--- config.mk ---
export PLATFORM = sky130hd
export DESIGN_NAME = tcc_top
export DESIGN_NICKNAME = d
export VERILOG_FILES = /design/src/hw/tcc_pkg.sv /design/src/hw/tcc_top.sv
export VERILOG_INCLUDE_DIRS = /design/src /design/src/hw
export SDC_FILE = /design/constraint.sdc
export NUM_CORES = 1
export LEC_CHECK = 0
export ABC_AREA = 1
export BUFFER_PORTS_ARGS = -buffer_cell sky130_fd_sc_hd__buf_2
export CAP_MARGIN = 0
export CORE_MARGIN = 1.5
export CORE_UTILIZATION = 30
export CTS_BUF_LIST = sky130_fd_sc_hd__clkbuf_16
export DETAILED_ROUTE_END_ITERATION = 12
export GPL_TIMING_DRIVEN = 0
export PLACE_DENSITY = 0.52
export RECOVER_POWER = 50
export SYNTH_ARGS = -nofsm -noshare
export SYNTH_HDL_FRONTEND = slang
export SYNTH_SLANG_ARGS = --single-unit
--- constraint.sdc ---
create_clock -name sys_clk_in -period 6.4 [get_ports sys_clk_in]
set_input_delay 0.32 -clock sys_clk_in [delete_from_list [all_inputs] [get_ports sys_clk_in]]
set_output_delay 0.32 -clock sys_clk_in [all_outputs]
set_load 0.02 [all_outputs]
--- src/hw/tcc_params.svh ---
// Purpose: Constants of the timer capture/compare block
// Assumes: Byte addresses on a 32-bit Avalon-MM slave
// Notes: Status bits are write-one-to-clear
//
// How it works
// Flag encoder inputs changing both bits together
// Transition error can raise the interrupt
// Flag full counter sweep without index
// Index position error can raise the interrupt
// Overflow/underflow gives update event and trigger
// Each compare channel makes its own event
// Channels 1-4 each configurable as capture
// Neighbour input or link source feeds capture
// Capture edge: rising, falling or both
// Capture once per 1, 2, 4, 8 events
// Filter needs N equal samples; glitch restarts
// Capture copies counter, flags, may interrupt
// Unread capture overwritten sets overcapture flag
// Clear-on-capture zeroes counter after capture
// PWM input: ch2 rising period, ch1 falling
// XOR of three inputs, every edge captures
// Compare match sets, resets, toggles or holds
// Match sets flag; interrupt only when enabled
// Preloaded compare loads at update, else immediately
// Output mode also optionally preloaded
// Trigger starts counter, single or repetitive pulse
// Retrigger restarts pulse timing
// Index clears counter up, loads reload down
// Update moves preloads into active registers
// Encoder state checked against previous every cycle
// Index event re-arms position check
// Flags sticky; interrupt while flag and enable
`ifndef TCC_PARAMS_SVH
`define TCC_PARAMS_SVH
`define TCC_OFF_CTRL 6'h00
`define TCC_OFF_SR 6'h04
`define TCC_OFF_IER 6'h08
`define TCC_OFF_CNT 6'h0C
`define TCC_OFF_ARR 6'h10
`define TCC_OFF_CFG 6'h14
`define TCC_OFF_CCR 6'h1C
`define TCC_CR_EN 0
`define TCC_CR_DIR 1
`define TCC_CR_ARPE 2
`define TCC_CR_OPM 3
`define TCC_CR_RETRIG 4
`define TCC_CR_REPT 5
`define TCC_CR_XOR 6
`define TCC_CR_COC 7
`define TCC_CR_ENC 8
`define TCC_CR_IDX 9
`define TCC_CR_PWMI 10
`define TCC_CR_FILT 12
`define TCC_CR_LINK 16
`define TCC_SR_UIF 0
`define TCC_SR_CC 1
`define TCC_SR_OVR 5
`define TCC_SR_TERR 9
`define TCC_SR_IERR 10
`define TCC_CTRL_RST 32'h0000_0000
`define TCC_ARR_RST 16'hFFFF
`define TCC_CFG_RST 16'h0000
`define TCC_SRC_NEIGH 2'h1
`define TCC_SRC_LINK 2'h2
`define TCC_EDG_RISE 2'h0
`define TCC_EDG_FALL 2'h1
`define TCC_EDG_BOTH 2'h2
`endif

--- src/hw/tcc_pkg.sv ---
// Purpose: Types of the timer capture/compare block
// Assumes: Constants live in tcc_params.svh
// Notes: Channel config is one 16-bit half word
package tcc_pkg;
   typedef enum logic [1:0] {
      BUS_IDLE = 2'b00,
      BUS_ACK = 2'b01
   } tcc_bus_t;
   typedef enum logic [1:0] {
      OCM_FROZEN = 2'b00,
      OCM_SET = 2'b01,
      OCM_RESET = 2'b10,
      OCM_TOGGLE = 2'b11
   } tcc_ocm_t;
   typedef struct packed {
      logic [4:0] spare;
      logic oc_mpre;
      logic oc_cpre;
      tcc_ocm_t oc_mode;
      logic [1:0] psc;
      logic [1:0] edg;
      logic [1:0] src;
      logic is_cap;
   } tcc_chcfg_t;
endpackage

--- src/hw/tcc_top.sv ---
// Purpose: Capture/compare channels, encoder error checks, time base
// Assumes: Pins asynchronous; link inputs on sys_clk_in
// Notes: One wait state on every bus access
//
// The placing of the registers and register access over Avalon-MM were decided locally.
`timescale 1ns/1ns
`include "tcc_params.svh"
module tcc_top (
   // Clock and reset
   input wire logic sys_clk_in,
   input wire logic resetn_in,
   // Avalon-MM slave
   input wire logic [5:0] avs_address_in,
   input wire logic avs_read_in,
   input wire logic avs_write_in,
   input wire logic [31:0] avs_writedata_in,
   input wire logic [3:0] avs_byteenable_in,
   output logic [31:0] avs_readdata_out,
   output logic avs_waitrequest_out,
   // Input pins
   input wire logic [3:0] ch_in,
   input wire logic enc_index_in,
   input wire logic trig_in,
   // Same-clock links from other timers
   input wire logic [3:0] timer_link_input_in,
   // Outputs
   output logic [3:0] oc_out,
   output logic update_trig_out,
   output logic [3:0] cmp_trig_out,
   output logic irq_out
);
   function automatic logic [31:0] tcc_merge(input logic [31:0] old,
      input logic [31:0] nw, input logic [3:0] be);
      logic [31:0] r;
      r = old;
      for (int b = 0; b < 4; b++) begin
         if (be[b]) begin
            r[b*8 +: 8] = nw[b*8 +: 8];
         end
      end
      return r;
   endfunction

   function automatic logic [2:0] tcc_psc_lim(input logic [1:0] p);
      case (p)
         2'h0: return 3'h0;
         2'h1: return 3'h1;
         2'h2: return 3'h3;
         default: return 3'h7;
      endcase
   endfunction

   tcc_pkg::tcc_bus_t bus_q;
   logic wreq_q;
   logic [31:0] rdata_q;
   logic [31:0] ctrl_q;
   logic [10:0] sr_q;
   logic [10:0] ier_q;
   logic [15:0] cnt_q;
   logic [15:0] arr_pre_q;
   logic [15:0] arr_q;
   tcc_pkg::tcc_chcfg_t cfg_q [4];
   logic [15:0] ccr_pre_q [4];
   logic [15:0] ccr_q [4];
   tcc_pkg::tcc_ocm_t ocm_q [4];
   logic [2:0] psc_q [4];
   logic [5:0] pin_s1_q;
   logic [5:0] pin_s2_q;
   logic [5:0] flt_q;
   logic [5:0] flt_prev_q;
   logic [3:0] fcnt_q [6];
   logic [3:0] lvl_prev_q;
   logic seen_q;
   logic [3:0] oc_q;
   logic upd_out_q;
   logic [3:0] cmp_q;
   logic irq_q;

   // Bus decode
   wire acc_w = (avs_read_in || avs_write_in) && bus_q == tcc_pkg::BUS_IDLE;
   wire we_w = avs_write_in && bus_q == tcc_pkg::BUS_ACK;
   wire re_w = avs_read_in && bus_q == tcc_pkg::BUS_ACK;
   wire [5:0] adr_w = avs_address_in;
   wire [31:0] wd_w = avs_writedata_in;
   wire [3:0] be_w = avs_byteenable_in;
   wire wr_ctrl_w = we_w && adr_w == `TCC_OFF_CTRL;
   wire wr_sr_w = we_w && adr_w == `TCC_OFF_SR;
   wire wr_ier_w = we_w && adr_w == `TCC_OFF_IER;
   wire wr_cnt_w = we_w && adr_w == `TCC_OFF_CNT;
   wire wr_arr_w = we_w && adr_w == `TCC_OFF_ARR;

   // Control fields
   wire run_w = ctrl_q[`TCC_CR_EN];
   wire dir_w = ctrl_q[`TCC_CR_DIR];
   wire opm_w = ctrl_q[`TCC_CR_OPM];
   wire xor_w = ctrl_q[`TCC_CR_XOR];
   wire pwmi_w = ctrl_q[`TCC_CR_PWMI];
   wire idx_en_w = ctrl_q[`TCC_CR_IDX];
   wire [3:0] filt_len_w = ctrl_q[`TCC_CR_FILT +: 4];
   wire lnk_w = timer_link_input_in[ctrl_q[`TCC_CR_LINK +: 2]];
   wire [31:0] ctrl_m_w = tcc_merge(ctrl_q, wd_w, be_w);
   wire [31:0] cnt_m_w = tcc_merge({16'h0000, cnt_q}, wd_w, be_w);
   wire [31:0] arr_m_w = tcc_merge({16'h0000, arr_pre_q}, wd_w, be_w);

   // Pin events after filter
   wire xor_lvl_w = flt_q[0] ^ flt_q[1] ^ flt_q[2];
   wire qerr_w = ctrl_q[`TCC_CR_ENC] && ((flt_q[1:0] ^ flt_prev_q[1:0]) == 2'h3);
   wire idx_ev_w = flt_q[4] && !flt_prev_q[4];
   wire trg_ev_w = flt_q[5] && !flt_prev_q[5];
   wire retrig_w = opm_w && ctrl_q[`TCC_CR_RETRIG] && trg_ev_w && run_w;

   // Time base
   wire upd_w = run_w && (dir_w ? cnt_q == 16'h0000 : cnt_q == arr_q);
   wire start_w = dir_w ? cnt_q == arr_q : cnt_q == 16'h0000;
   wire ierr_w = idx_en_w && upd_w && seen_q && !idx_ev_w;
   wire [15:0] wrap_w = dir_w ? arr_q : 16'h0000;

   logic [3:0] lvl_w;
   logic [3:0] cap_w;
   logic [3:0] match_w;
   logic [3:0] ccr_hit_w;
   logic [3:0] psc_hit_w;
   logic [3:0] capmode_w;
   logic [3:0] ev_w;
   logic [31:0] cfg_m_w [4];

   for (genvar g = 0; g < 4; g++) begin : g_ch
      localparam int P = (g / 2) * 2;
      localparam int SH = (g % 2) * 16;
      wire pw_w = pwmi_w && g < 2;
      wire own_w = (g == 0 && xor_w) ? xor_lvl_w : flt_q[g];
      wire nb_w = flt_q[g ^ 1];
      wire [1:0] src_w = pw_w ? (g == 0 ? 2'h0 : `TCC_SRC_NEIGH) : cfg_q[g].src;
      wire [1:0] edg_w = pw_w ? (g == 0 ? `TCC_EDG_FALL : `TCC_EDG_RISE) :
         (g == 0 && xor_w) ? `TCC_EDG_BOTH : cfg_q[g].edg;
      wire rise_w = lvl_w[g] && !lvl_prev_q[g];
      wire fall_w = !lvl_w[g] && lvl_prev_q[g];
      assign lvl_w[g] = src_w == `TCC_SRC_LINK ? lnk_w :
         src_w == `TCC_SRC_NEIGH ? nb_w : own_w;
      assign ev_w[g] = (rise_w && edg_w != `TCC_EDG_FALL) ||
         (fall_w && edg_w != `TCC_EDG_RISE);
      assign capmode_w[g] = cfg_q[g].is_cap || pw_w || (g == 0 && xor_w);
      assign psc_hit_w[g] = psc_q[g] == tcc_psc_lim(cfg_q[g].psc);
      assign cap_w[g] = capmode_w[g] && ev_w[g] && psc_hit_w[g];
      assign match_w[g] = !capmode_w[g] && run_w && cnt_q == ccr_q[g];
      assign ccr_hit_w[g] = adr_w == 6'(`TCC_OFF_CCR + 4 * g);
      assign cfg_m_w[g] = tcc_merge({cfg_q[P + 1], cfg_q[P]}, wd_w, be_w);

      always_ff @(posedge sys_clk_in) begin
         if (!resetn_in) begin
            cfg_q[g] <= `TCC_CFG_RST;
            ccr_pre_q[g] <= 16'h0000;
            ccr_q[g] <= 16'h0000;
            ocm_q[g] <= tcc_pkg::OCM_FROZEN;
            psc_q[g] <= 3'h0;
         end else begin
            if (we_w && adr_w == 6'(`TCC_OFF_CFG + 4 * (g / 2))) begin
               cfg_q[g] <= cfg_m_w[g][SH +: 16];
            end
            if (we_w && ccr_hit_w[g]) begin
               ccr_pre_q[g] <= 16'(tcc_merge({16'h0000, ccr_pre_q[g]}, wd_w, be_w));
            end
            if (cap_w[g]) begin
               ccr_q[g] <= cnt_q;
            end else if (we_w && ccr_hit_w[g] && !cfg_q[g].oc_cpre) begin
               ccr_q[g] <= 16'(tcc_merge({16'h0000, ccr_q[g]}, wd_w, be_w));
            end else if (upd_w && cfg_q[g].oc_cpre) begin
               ccr_q[g] <= ccr_pre_q[g];
            end
            if (!cfg_q[g].oc_mpre || upd_w) begin
               ocm_q[g] <= cfg_q[g].oc_mode;
            end
            if (!capmode_w[g]) begin
               psc_q[g] <= 3'h0;
            end else if (ev_w[g]) begin
               psc_q[g] <= psc_hit_w[g] ? 3'h0 : psc_q[g] + 3'h1;
            end
         end
      end
   end

   // Counter clear sources: captures and retrigger
   wire clr_w = ((ctrl_q[`TCC_CR_COC] || xor_w) && |cap_w) ||
      (pwmi_w && cap_w[1]) || retrig_w;

   // Status: hardware set wins over software clear
   logic [10:0] set_w;
   logic [10:0] clr_sr_w;
   logic [10:0] sr_d;
   logic [3:0] rd_ccr_w;
   assign rd_ccr_w = re_w ? ccr_hit_w : 4'h0;
   assign set_w[`TCC_SR_UIF] = upd_w;
   assign set_w[`TCC_SR_CC +: 4] = cap_w | match_w;
   assign set_w[`TCC_SR_OVR +: 4] = cap_w & sr_q[`TCC_SR_CC +: 4];
   assign set_w[`TCC_SR_TERR] = qerr_w;
   assign set_w[`TCC_SR_IERR] = ierr_w;
   assign clr_sr_w = (wr_sr_w ? wd_w[10:0] : 11'h000) | {6'h00, rd_ccr_w, 1'b0};
   assign sr_d = (sr_q & ~clr_sr_w) | set_w;

   // Read mux
   logic [31:0] rmux_w;
   always_comb begin
      case (adr_w)
         `TCC_OFF_CTRL: rmux_w = ctrl_q;
         `TCC_OFF_SR: rmux_w = {21'h0, sr_q};
         `TCC_OFF_IER: rmux_w = {21'h0, ier_q};
         `TCC_OFF_CNT: rmux_w = {16'h0000, cnt_q};
         `TCC_OFF_ARR: rmux_w = {16'h0000, arr_pre_q};
         6'h14: rmux_w = {cfg_q[1], cfg_q[0]};
         6'h18: rmux_w = {cfg_q[3], cfg_q[2]};
         6'h1C: rmux_w = {16'h0000, ccr_q[0]};
         6'h20: rmux_w = {16'h0000, ccr_q[1]};
         6'h24: rmux_w = {16'h0000, ccr_q[2]};
         6'h28: rmux_w = {16'h0000, ccr_q[3]};
         default: rmux_w = 32'h0000_0000;
      endcase
   end

   // Bus handshake, one wait state
   always_ff @(posedge sys_clk_in) begin
      if (!resetn_in) begin
         bus_q <= tcc_pkg::BUS_IDLE;
         wreq_q <= 1'b1;
         rdata_q <= 32'h0000_0000;
      end else begin
         case (bus_q)
            tcc_pkg::BUS_IDLE: bus_q <= acc_w ? tcc_pkg::BUS_ACK : tcc_pkg::BUS_IDLE;
            tcc_pkg::BUS_ACK: bus_q <= tcc_pkg::BUS_IDLE;
            default: bus_q <= tcc_pkg::BUS_IDLE;
         endcase
         wreq_q <= !acc_w;
         if (acc_w && avs_read_in) begin
            rdata_q <= rmux_w;
         end
      end
   end

   // Pin synchronisers and filters
   always_ff @(posedge sys_clk_in) begin
      if (!resetn_in) begin
         pin_s1_q <= 6'h00;
         pin_s2_q <= 6'h00;
         flt_q <= 6'h00;
         flt_prev_q <= 6'h00;
         lvl_prev_q <= 4'h0;
         for (int i = 0; i < 6; i++) begin
            fcnt_q[i] <= 4'h0;
         end
      end else begin
         pin_s1_q <= {trig_in, enc_index_in, ch_in};
         pin_s2_q <= pin_s1_q;
         flt_prev_q <= flt_q;
         lvl_prev_q <= lvl_w;
         for (int i = 0; i < 6; i++) begin
            if (pin_s2_q[i] == flt_q[i]) begin
               fcnt_q[i] <= 4'h0;
            end else if (fcnt_q[i] + 4'h1 >= filt_len_w) begin
               flt_q[i] <= pin_s2_q[i];
               fcnt_q[i] <= 4'h0;
            end else begin
               fcnt_q[i] <= fcnt_q[i] + 4'h1;
            end
         end
      end
   end

   // Control, counter, status
   always_ff @(posedge sys_clk_in) begin
      if (!resetn_in) begin
         ctrl_q <= `TCC_CTRL_RST;
         ier_q <= 11'h000;
         cnt_q <= 16'h0000;
         arr_pre_q <= `TCC_ARR_RST;
         arr_q <= `TCC_ARR_RST;
         sr_q <= 11'h000;
         seen_q <= 1'b0;
      end else begin
         sr_q <= sr_d;
         if (wr_ier_w) begin
            ier_q <= 11'(tcc_merge({21'h0, ier_q}, wd_w, be_w));
         end
         if (opm_w && trg_ev_w) begin
            ctrl_q <= (wr_ctrl_w ? ctrl_m_w : ctrl_q) | 32'h1;
         end else if (opm_w && upd_w && !ctrl_q[`TCC_CR_REPT]) begin
            ctrl_q <= (wr_ctrl_w ? ctrl_m_w : ctrl_q) & ~32'h1;
         end else if (wr_ctrl_w) begin
            ctrl_q <= ctrl_m_w;
         end
         if (wr_arr_w) begin
            arr_pre_q <= arr_m_w[15:0];
         end
         if (wr_arr_w && !ctrl_q[`TCC_CR_ARPE]) begin
            arr_q <= arr_m_w[15:0];
         end else if (upd_w && ctrl_q[`TCC_CR_ARPE]) begin
            arr_q <= arr_pre_q;
         end
         if (wr_cnt_w) begin
            cnt_q <= cnt_m_w[15:0];
         end else if (clr_w) begin
            cnt_q <= 16'h0000;
         end else if (idx_en_w && idx_ev_w) begin
            cnt_q <= wrap_w;
         end else if (run_w) begin
            cnt_q <= upd_w ? wrap_w : (dir_w ? cnt_q - 16'h1 : cnt_q + 16'h1);
         end
         if (idx_ev_w) begin
            seen_q <= 1'b0;
         end else if (run_w && start_w) begin
            seen_q <= 1'b1;
         end
      end
   end

   // Outputs, all registered
   always_ff @(posedge sys_clk_in) begin
      if (!resetn_in) begin
         oc_q <= 4'h0;
         upd_out_q <= 1'b0;
         cmp_q <= 4'h0;
         irq_q <= 1'b0;
      end else begin
         upd_out_q <= upd_w;
         cmp_q <= match_w;
         irq_q <= |(sr_q & ier_q);
         for (int i = 0; i < 4; i++) begin
            if (match_w[i]) begin
               case (ocm_q[i])
                  tcc_pkg::OCM_SET: oc_q[i] <= 1'b1;
                  tcc_pkg::OCM_RESET: oc_q[i] <= 1'b0;
                  tcc_pkg::OCM_TOGGLE: oc_q[i] <= !oc_q[i];
                  default: oc_q[i] <= oc_q[i];
               endcase
            end else if (opm_w && upd_w) begin
               oc_q[i] <= 1'b0;
            end
         end
      end
   end

   assign avs_waitrequest_out = wreq_q;
   assign avs_readdata_out = rdata_q;
   assign oc_out = oc_q;
   assign update_trig_out = upd_out_q;
   assign cmp_trig_out = cmp_q;
   assign irq_out = irq_q;
endmodule

# Word-level counts from Yosys, hierarchy flattened
# Memory sizes are Yosys's and may differ from the RTL's.
# Index checks and enable logic that the tools add are counted.
# totals
register_bits,176
out_inout_bits,43
memories,6
ramBits,236
wordCells,690
inputBits,56
# op_classes
bitwise_logic,67
n_lt_le_gt_ge,7
mux,346
reduce_logical,157
eq_ne,65
add_sub_neg,12
# memory_table
name,depth,width,rd,rd_clocked_by_memory_dff,wr,line,text
ccr_pre_q,4,16,4,0,4,tcc_top.sv:63,logic [15:0] ccr_pre_q [4];
ccr_q,4,16,4,0,4,tcc_top.sv:64,logic [15:0] ccr_q [4];
cfg_q,4,16,4,0,4,tcc_top.sv:62,tcc_pkg::tcc_chcfg_t cfg_q [4];
fcnt_q,6,4,6,0,6,tcc_top.sv:71,logic [3:0] fcnt_q [6];
psc_q,4,3,4,0,4,tcc_top.sv:66,logic [2:0] psc_q [4];
ocm_q,4,2,4,0,4,tcc_top.sv:65,tcc_pkg::tcc_ocm_t ocm_q [4];
# op_table
op,count
$mux 8,72
$mux 16,29
$pmux 32 s11,1
$mux 1,193
$eq 16x16->1,5
$mux 4,19
$logic_and 1x1->1,74
$or 1x1->1,50
$mux 3,12
$pmux 3 s3,4
$eq 2x2->1 const B,17
$mux 32,1
$reduce_and 2->1,16
$logic_not 1->1,30
$eq 2x1->1 const B,13
$add 4x1->4 const B,6
$eq 6x5->1 const B,4
$ge 4x4->1,6
$and 11x11->11,2
$eq 6x6->1 const B,3
$mux 2,9
$reduce_bool 2->1,9
$add 16x1->16 const B,1
$logic_not 16->1,1
29 further kinds,77

# Logic depth before layout (Yosys ltp)
# depth
ltp_word,17
depth_mapped,19

# Least setup slack after synthesis
# Ideal clock, no wire load.
# synth_timing
kind,in2reg
from,in avs_address_in[1]
to,"mem ccr_pre_q[1][0], enable pin"
arrival_ps,2009
n_path_buf,1
slack_ps,4007
path_stages,6
cell_sequence,nor2_2 -> nand2_1 -> nor3_2 -> clkbuf_1 -> nand2_1 -> o21ai_0
# synth_rtl
element,line,text
"start, declared",tcc_top.sv:13,"input wire logic [5:0] avs_address_in,"
"end, declared",tcc_top.sv:63,

==> impl_metrics.py <==
metrics = {
    "status": {
        "status": "finished, violations left",
        "failed_checks": "capacitance limit",
    },
    "cts": {
        "cts.clk_slew.worst_paths_ns": 0.06,
        "clk_latency_ns": 0.61,
        "cts_tree": "done",
        "cts_hold_buf": 10,
        "cts_setup_buffers": 0,
        "cts_sinks": 409,
        "cts_buffers": 46,
        "cts_root_buffer": "clkbuf_16",
        "cts_resized": 0,
        "max-clock-path-buffers": 3,
        "htree_levels": 2,
    },
    "sta": {
        "worstMarginPinSlew_ns": 1.47,
        "final-hold-violation-count": 0,
        "setup_violations": 0,
        "fin_worst_skew_ns": 0.0327,
        "rsz0062_at_grt": "false",
        "max_freq_mhz": 251,
        "finalCriticalPeriod_ns": 3.98,
        "tns_ns": 0,
        "drv_slew": 0,
        "max_slew_margin_pct": 1.34,
        "period_share_pct": 62.2,
    },
    "grt": {
        "grt_usage_pct": 24.1,
        "grt_max_degree": 19,
        "grt_remaining_overflow": 0,
        "grt_first_pass_wirelength_um": 130000,
        "antenna_found_initial": 2,
        "grt_pass1_vias": 18900,
    },
    "setup_path": {
        "timing.rr.start": "cnt_q[4]$_SDFFE_PN0P_",
        "ff2ff_path_depth": 12,
        "path_cells": "buf_4 -> inv_1 -> nand4_1 -> nor2_1 -> nand2_1 -> a21oi_4 -> nand2_4 -> clkinv_1 -> nand4_1 -> nand4_1 -> inv_1 -> a21oi_1",
        "crit_buf_inv": 4,
        "startpoint_type": "register",
        "endpoint_kind": "register",
        "cp_top_family": "simple AND/OR/NAND/NOR gates",
        "slowest_stage": "a21oi_1",
        "worstPathMaxFanout": 9,
        "reg2reg_to": "ccr_q[3][15]$_DFFE_PP_",
        "path_depth": 12,
        "crit_start": "cnt_q[4]$_SDFFE_PN0P_",
        "crit_type": "register to register",
        "critPathMostFrequentCell": "nand4_1",
        "setup.worst_path.end": "ccr_q[3][15]$_DFFE_PP_",
        "cp.arrival_ns": 4.19,
        "max_stage_delay_ns": 0.65,
        "required_ns": 6.61,
        "r2r_setup_slack_ns": 2.42,
    },
    "route": {
        "wl_met2_um": 40000,
        "route.met3.wl_um": 7840,
        "highest_layer": "met4",
        "routed_via_density": 5.34,
        "drt-initial-drc-count": 2507,
        "met1Wirelength_um": 37700,
        "routed-via-count": 20200,
        "first_pass_iters": 6,
        "drt-total-wl_um": 90500,
        "wl_per_cell_um": 23.9,
        "ant_nets": 0,
        "drc": 0,
    },
    "synthesis": {
        "synth.area.top_cells": "edfxtp_1, dfxtp_1, nand2_1",
        "syn-instance-count": 2616,
        "synth_edf_count": 236,
        "synth-seq-cells": 409,
        "async_reset_ff_share_pct": 0,
        "yosysSeqAreaShare_pct": 48.8,
        "synth_top_area_share_pct": 32.8,
        "synth.avg_cell_area_um2": 8.27,
        "yosys_warnings": 0,
        "synth_ff_type": "edfxtp_1",
        "synth_cell_types": 64,
        "syn-cell-area_um2": 21600,
        "synth.largest_area_cell": "edfxtp_1",
    },
    "layout": {
        "synthToLayoutAreaGrowth_pct": 14.6,
        "utilization_pct": 34.7,
        "nets": 2906,
        "post_route_cells_drive_above_1_share_pct": 7.63,
    },
    "power_and_ir_drop": {
        "p_leak_nw": 10.3,
        "vdd_ir_drop_max_v": 0.000158,
        "powerDensity_nw_per_um2": 235,
    },
    "flow_run": {
        "maxCapViolCount": 1,
    },
    "die": {
        "ioPinCount": 99,
        "initial_core_util_pct": 30.3,
        "dieArea_um2": 73700,
        "num_rows": 98,
        "die_h_um": 271,
        "die_x_um": 271,
        "core_area_um2": 71400,
    },
    "place": {
        "io_buffers": 98,
        "place_congestion": 1.03,
        "dpl.hpwl_um": 66800,
    },
    "min_path": {
        "hold_path.class": "input port to register",
    },
}
==> stage by stage <==
step | hold WS, ns | instances | power [mW] | area [um^2] | setup slack (ns)
4_1_cts | 0.00176 | 3782 | 5.85 | 24900 | 2.47
3_3_place_gp | 0.401 | 3687 | 3.34 | 23400 | 2.40
6_report | 0.00610 | 3783 | 5.83 | 24800 | 2.42
5_1_grt | 0.0159 | 3783 | 5.99 | 24800 | 2.21
2_1_floorplan | 0.390 | 2639 | 3.15 | 21700 | 4.01
3_5_place_dp | 0.407 | 3687 | 3.35 | 23400 | 2.42
==> cells in the final DEF (no fill, tap or decap), drive strengths merged, types with 2 or more instances in the layout <==
| master | count |
|---|---|
| buf | 96 |
| clkinvlp | 2 |
| o211ai | 48 |
| o22ai | 50 |
| nand4 | 77 |
| inv | 339 |
| edfxtp | 236 |
| bufinv | 2 |
| o221ai | 57 |
| dfxtp | 173 |
| a221oi | 38 |
| clkbuf | 173 |
| nor3 | 22 |
| a211oi | 3 |
| and2 | 2 |
| a21oi | 186 |
| dlygate4sd3 | 10 |
| o2111ai | 3 |
| nand3b | 4 |
| o21bai | 4 |
| a22oi | 5 |
| a211o | 5 |
| nand3 | 111 |
| conb | 24 |
| nor4 | 4 |
| a32o | 2 |
| xnor2 | 14 |
| ha | 54 |
| xor2 | 22 |
| nor2 | 307 |
| or2 | 11 |
| o21ai | 167 |
| nand2 | 528 |
| a31oi | 5 |
| clkinv | 36 |
==> power breakdown <==
part / leakage (nW) / internal (mW) / switching [mW]
combinational: 5.66 / 0.0959 / 0.303
clock: 0.733 / 1.39 / 1.14
sequential: 3.86 / 2.85 / 0.0551
total: 10.3 / 4.33 / 1.50
==> worst reg2reg max path, cell delays in order, from the launching register on <==
cell	delay [ns]
dfxtp_1	0.32
buf_4	0.21
inv_1	0.48
nand4_1	0.16
nor2_1	0.15
nand2_1	0.21
a21oi_4	0.24
nand2_4	0.14
clkinv_1	0.39
nand4_1	0.38
nand4_1	0.20
inv_1	0.08
a21oi_1	0.65
==> cells in the mapped netlist (21+ instances only) <==
cell type / instances
xor2_1: 22
o211ai_1: 47
inv_2: 21
edfxtp_1: 236
nand4_1: 77
o21ai_0: 150
a221oi_1: 38
inv_1: 303
nor2_1: 295
buf_2: 30
dfxtp_1: 173
a21oi_1: 175
nand3_1: 107
clkbuf_1: 78
o22ai_1: 50
o221ai_1: 57
nand2_1: 520
ha_1: 54
==> sequential cells by signal (all words and copies together) (netlist names), 24 cells and up <==
name,count
ccr_pre_q,64
ccr_q,64
cfg_q,64
avs_readdata_out,32
ctrl_q,32
fcnt_q,24
==> logic make-up (layout without fill, tap and decap cells) <==
| logic type | count (synthesis) | in the layout | share of synthesized area, % |
|---|---|---|---|
| and+or+nand+nor | 1069 | 1069 | 21.2 |
| adders and majority gates | 55 | 55 | 3.22 |
| DFF | 409 | 409 | 48.8 |
| buffers and inverters | 465 | 658 | 8.50 |
| muxes | 1 | 1 | 0.0463 |
| other | 1 | 25 | 0.0173 |
| xor gates and xnor gates | 36 | 36 | 1.46 |
| AOI/OAI and AO/OA | 580 | 580 | 16.8 |
==> worst min path at each step <==
| stage | startpoint | end | slack, ns | cells after the start |
|---|---|---|---|---|
| 2_1_floorplan | pin_s1_q[0]$_SDFF_PN0_ | pin_s2_q[0]$_SDFF_PN0_ | 0.39 | 2 |
| 3_3_place_gp | pin_s1_q[2]$_SDFF_PN0_ | pin_s2_q[2]$_SDFF_PN0_ | 0.40 | 2 |
| 3_5_place_dp | pin_s1_q[2]$_SDFF_PN0_ | pin_s2_q[2]$_SDFF_PN0_ | 0.41 | 2 |
| 4_1_cts | avs_write_in | bus_q[0]$_SDFF_PN0_ | 0.002 | 3 |
| 5_1_grt | avs_write_in | bus_q[0]$_SDFF_PN0_ | 0.02 | 3 |
| 6_report | avs_writedata_in[28] | ctrl_q[28]$_SDFFE_PN0P_ | 0.006 | 3 |
==> area by class of cell <==
| type | instances | area [um^2] |
|---|---|---|
| inverter | 340 | 1280 |
| tap | 950 | 1190 |
| fill | 7640 | 46600 |
| buffer | 125 | 558 |
| clock buffer | 46 | 1150 |
| timing repair buffer | 108 | 536 |
| sequential | 409 | 10600 |
| multi-input combinational | 1765 | 9280 |
| antenna | 1 | 2.50 |
| clock inverter | 39 | 244 |
==> metal layers <==
layer  track usage, %  vias up
met1             32.3     9644
met5                0        -
met2             37.6     1013
met4             11.8        0
met3             3.97      228
li1                 -     9328
No activity file was read; power rests on OpenSTA's default activity.
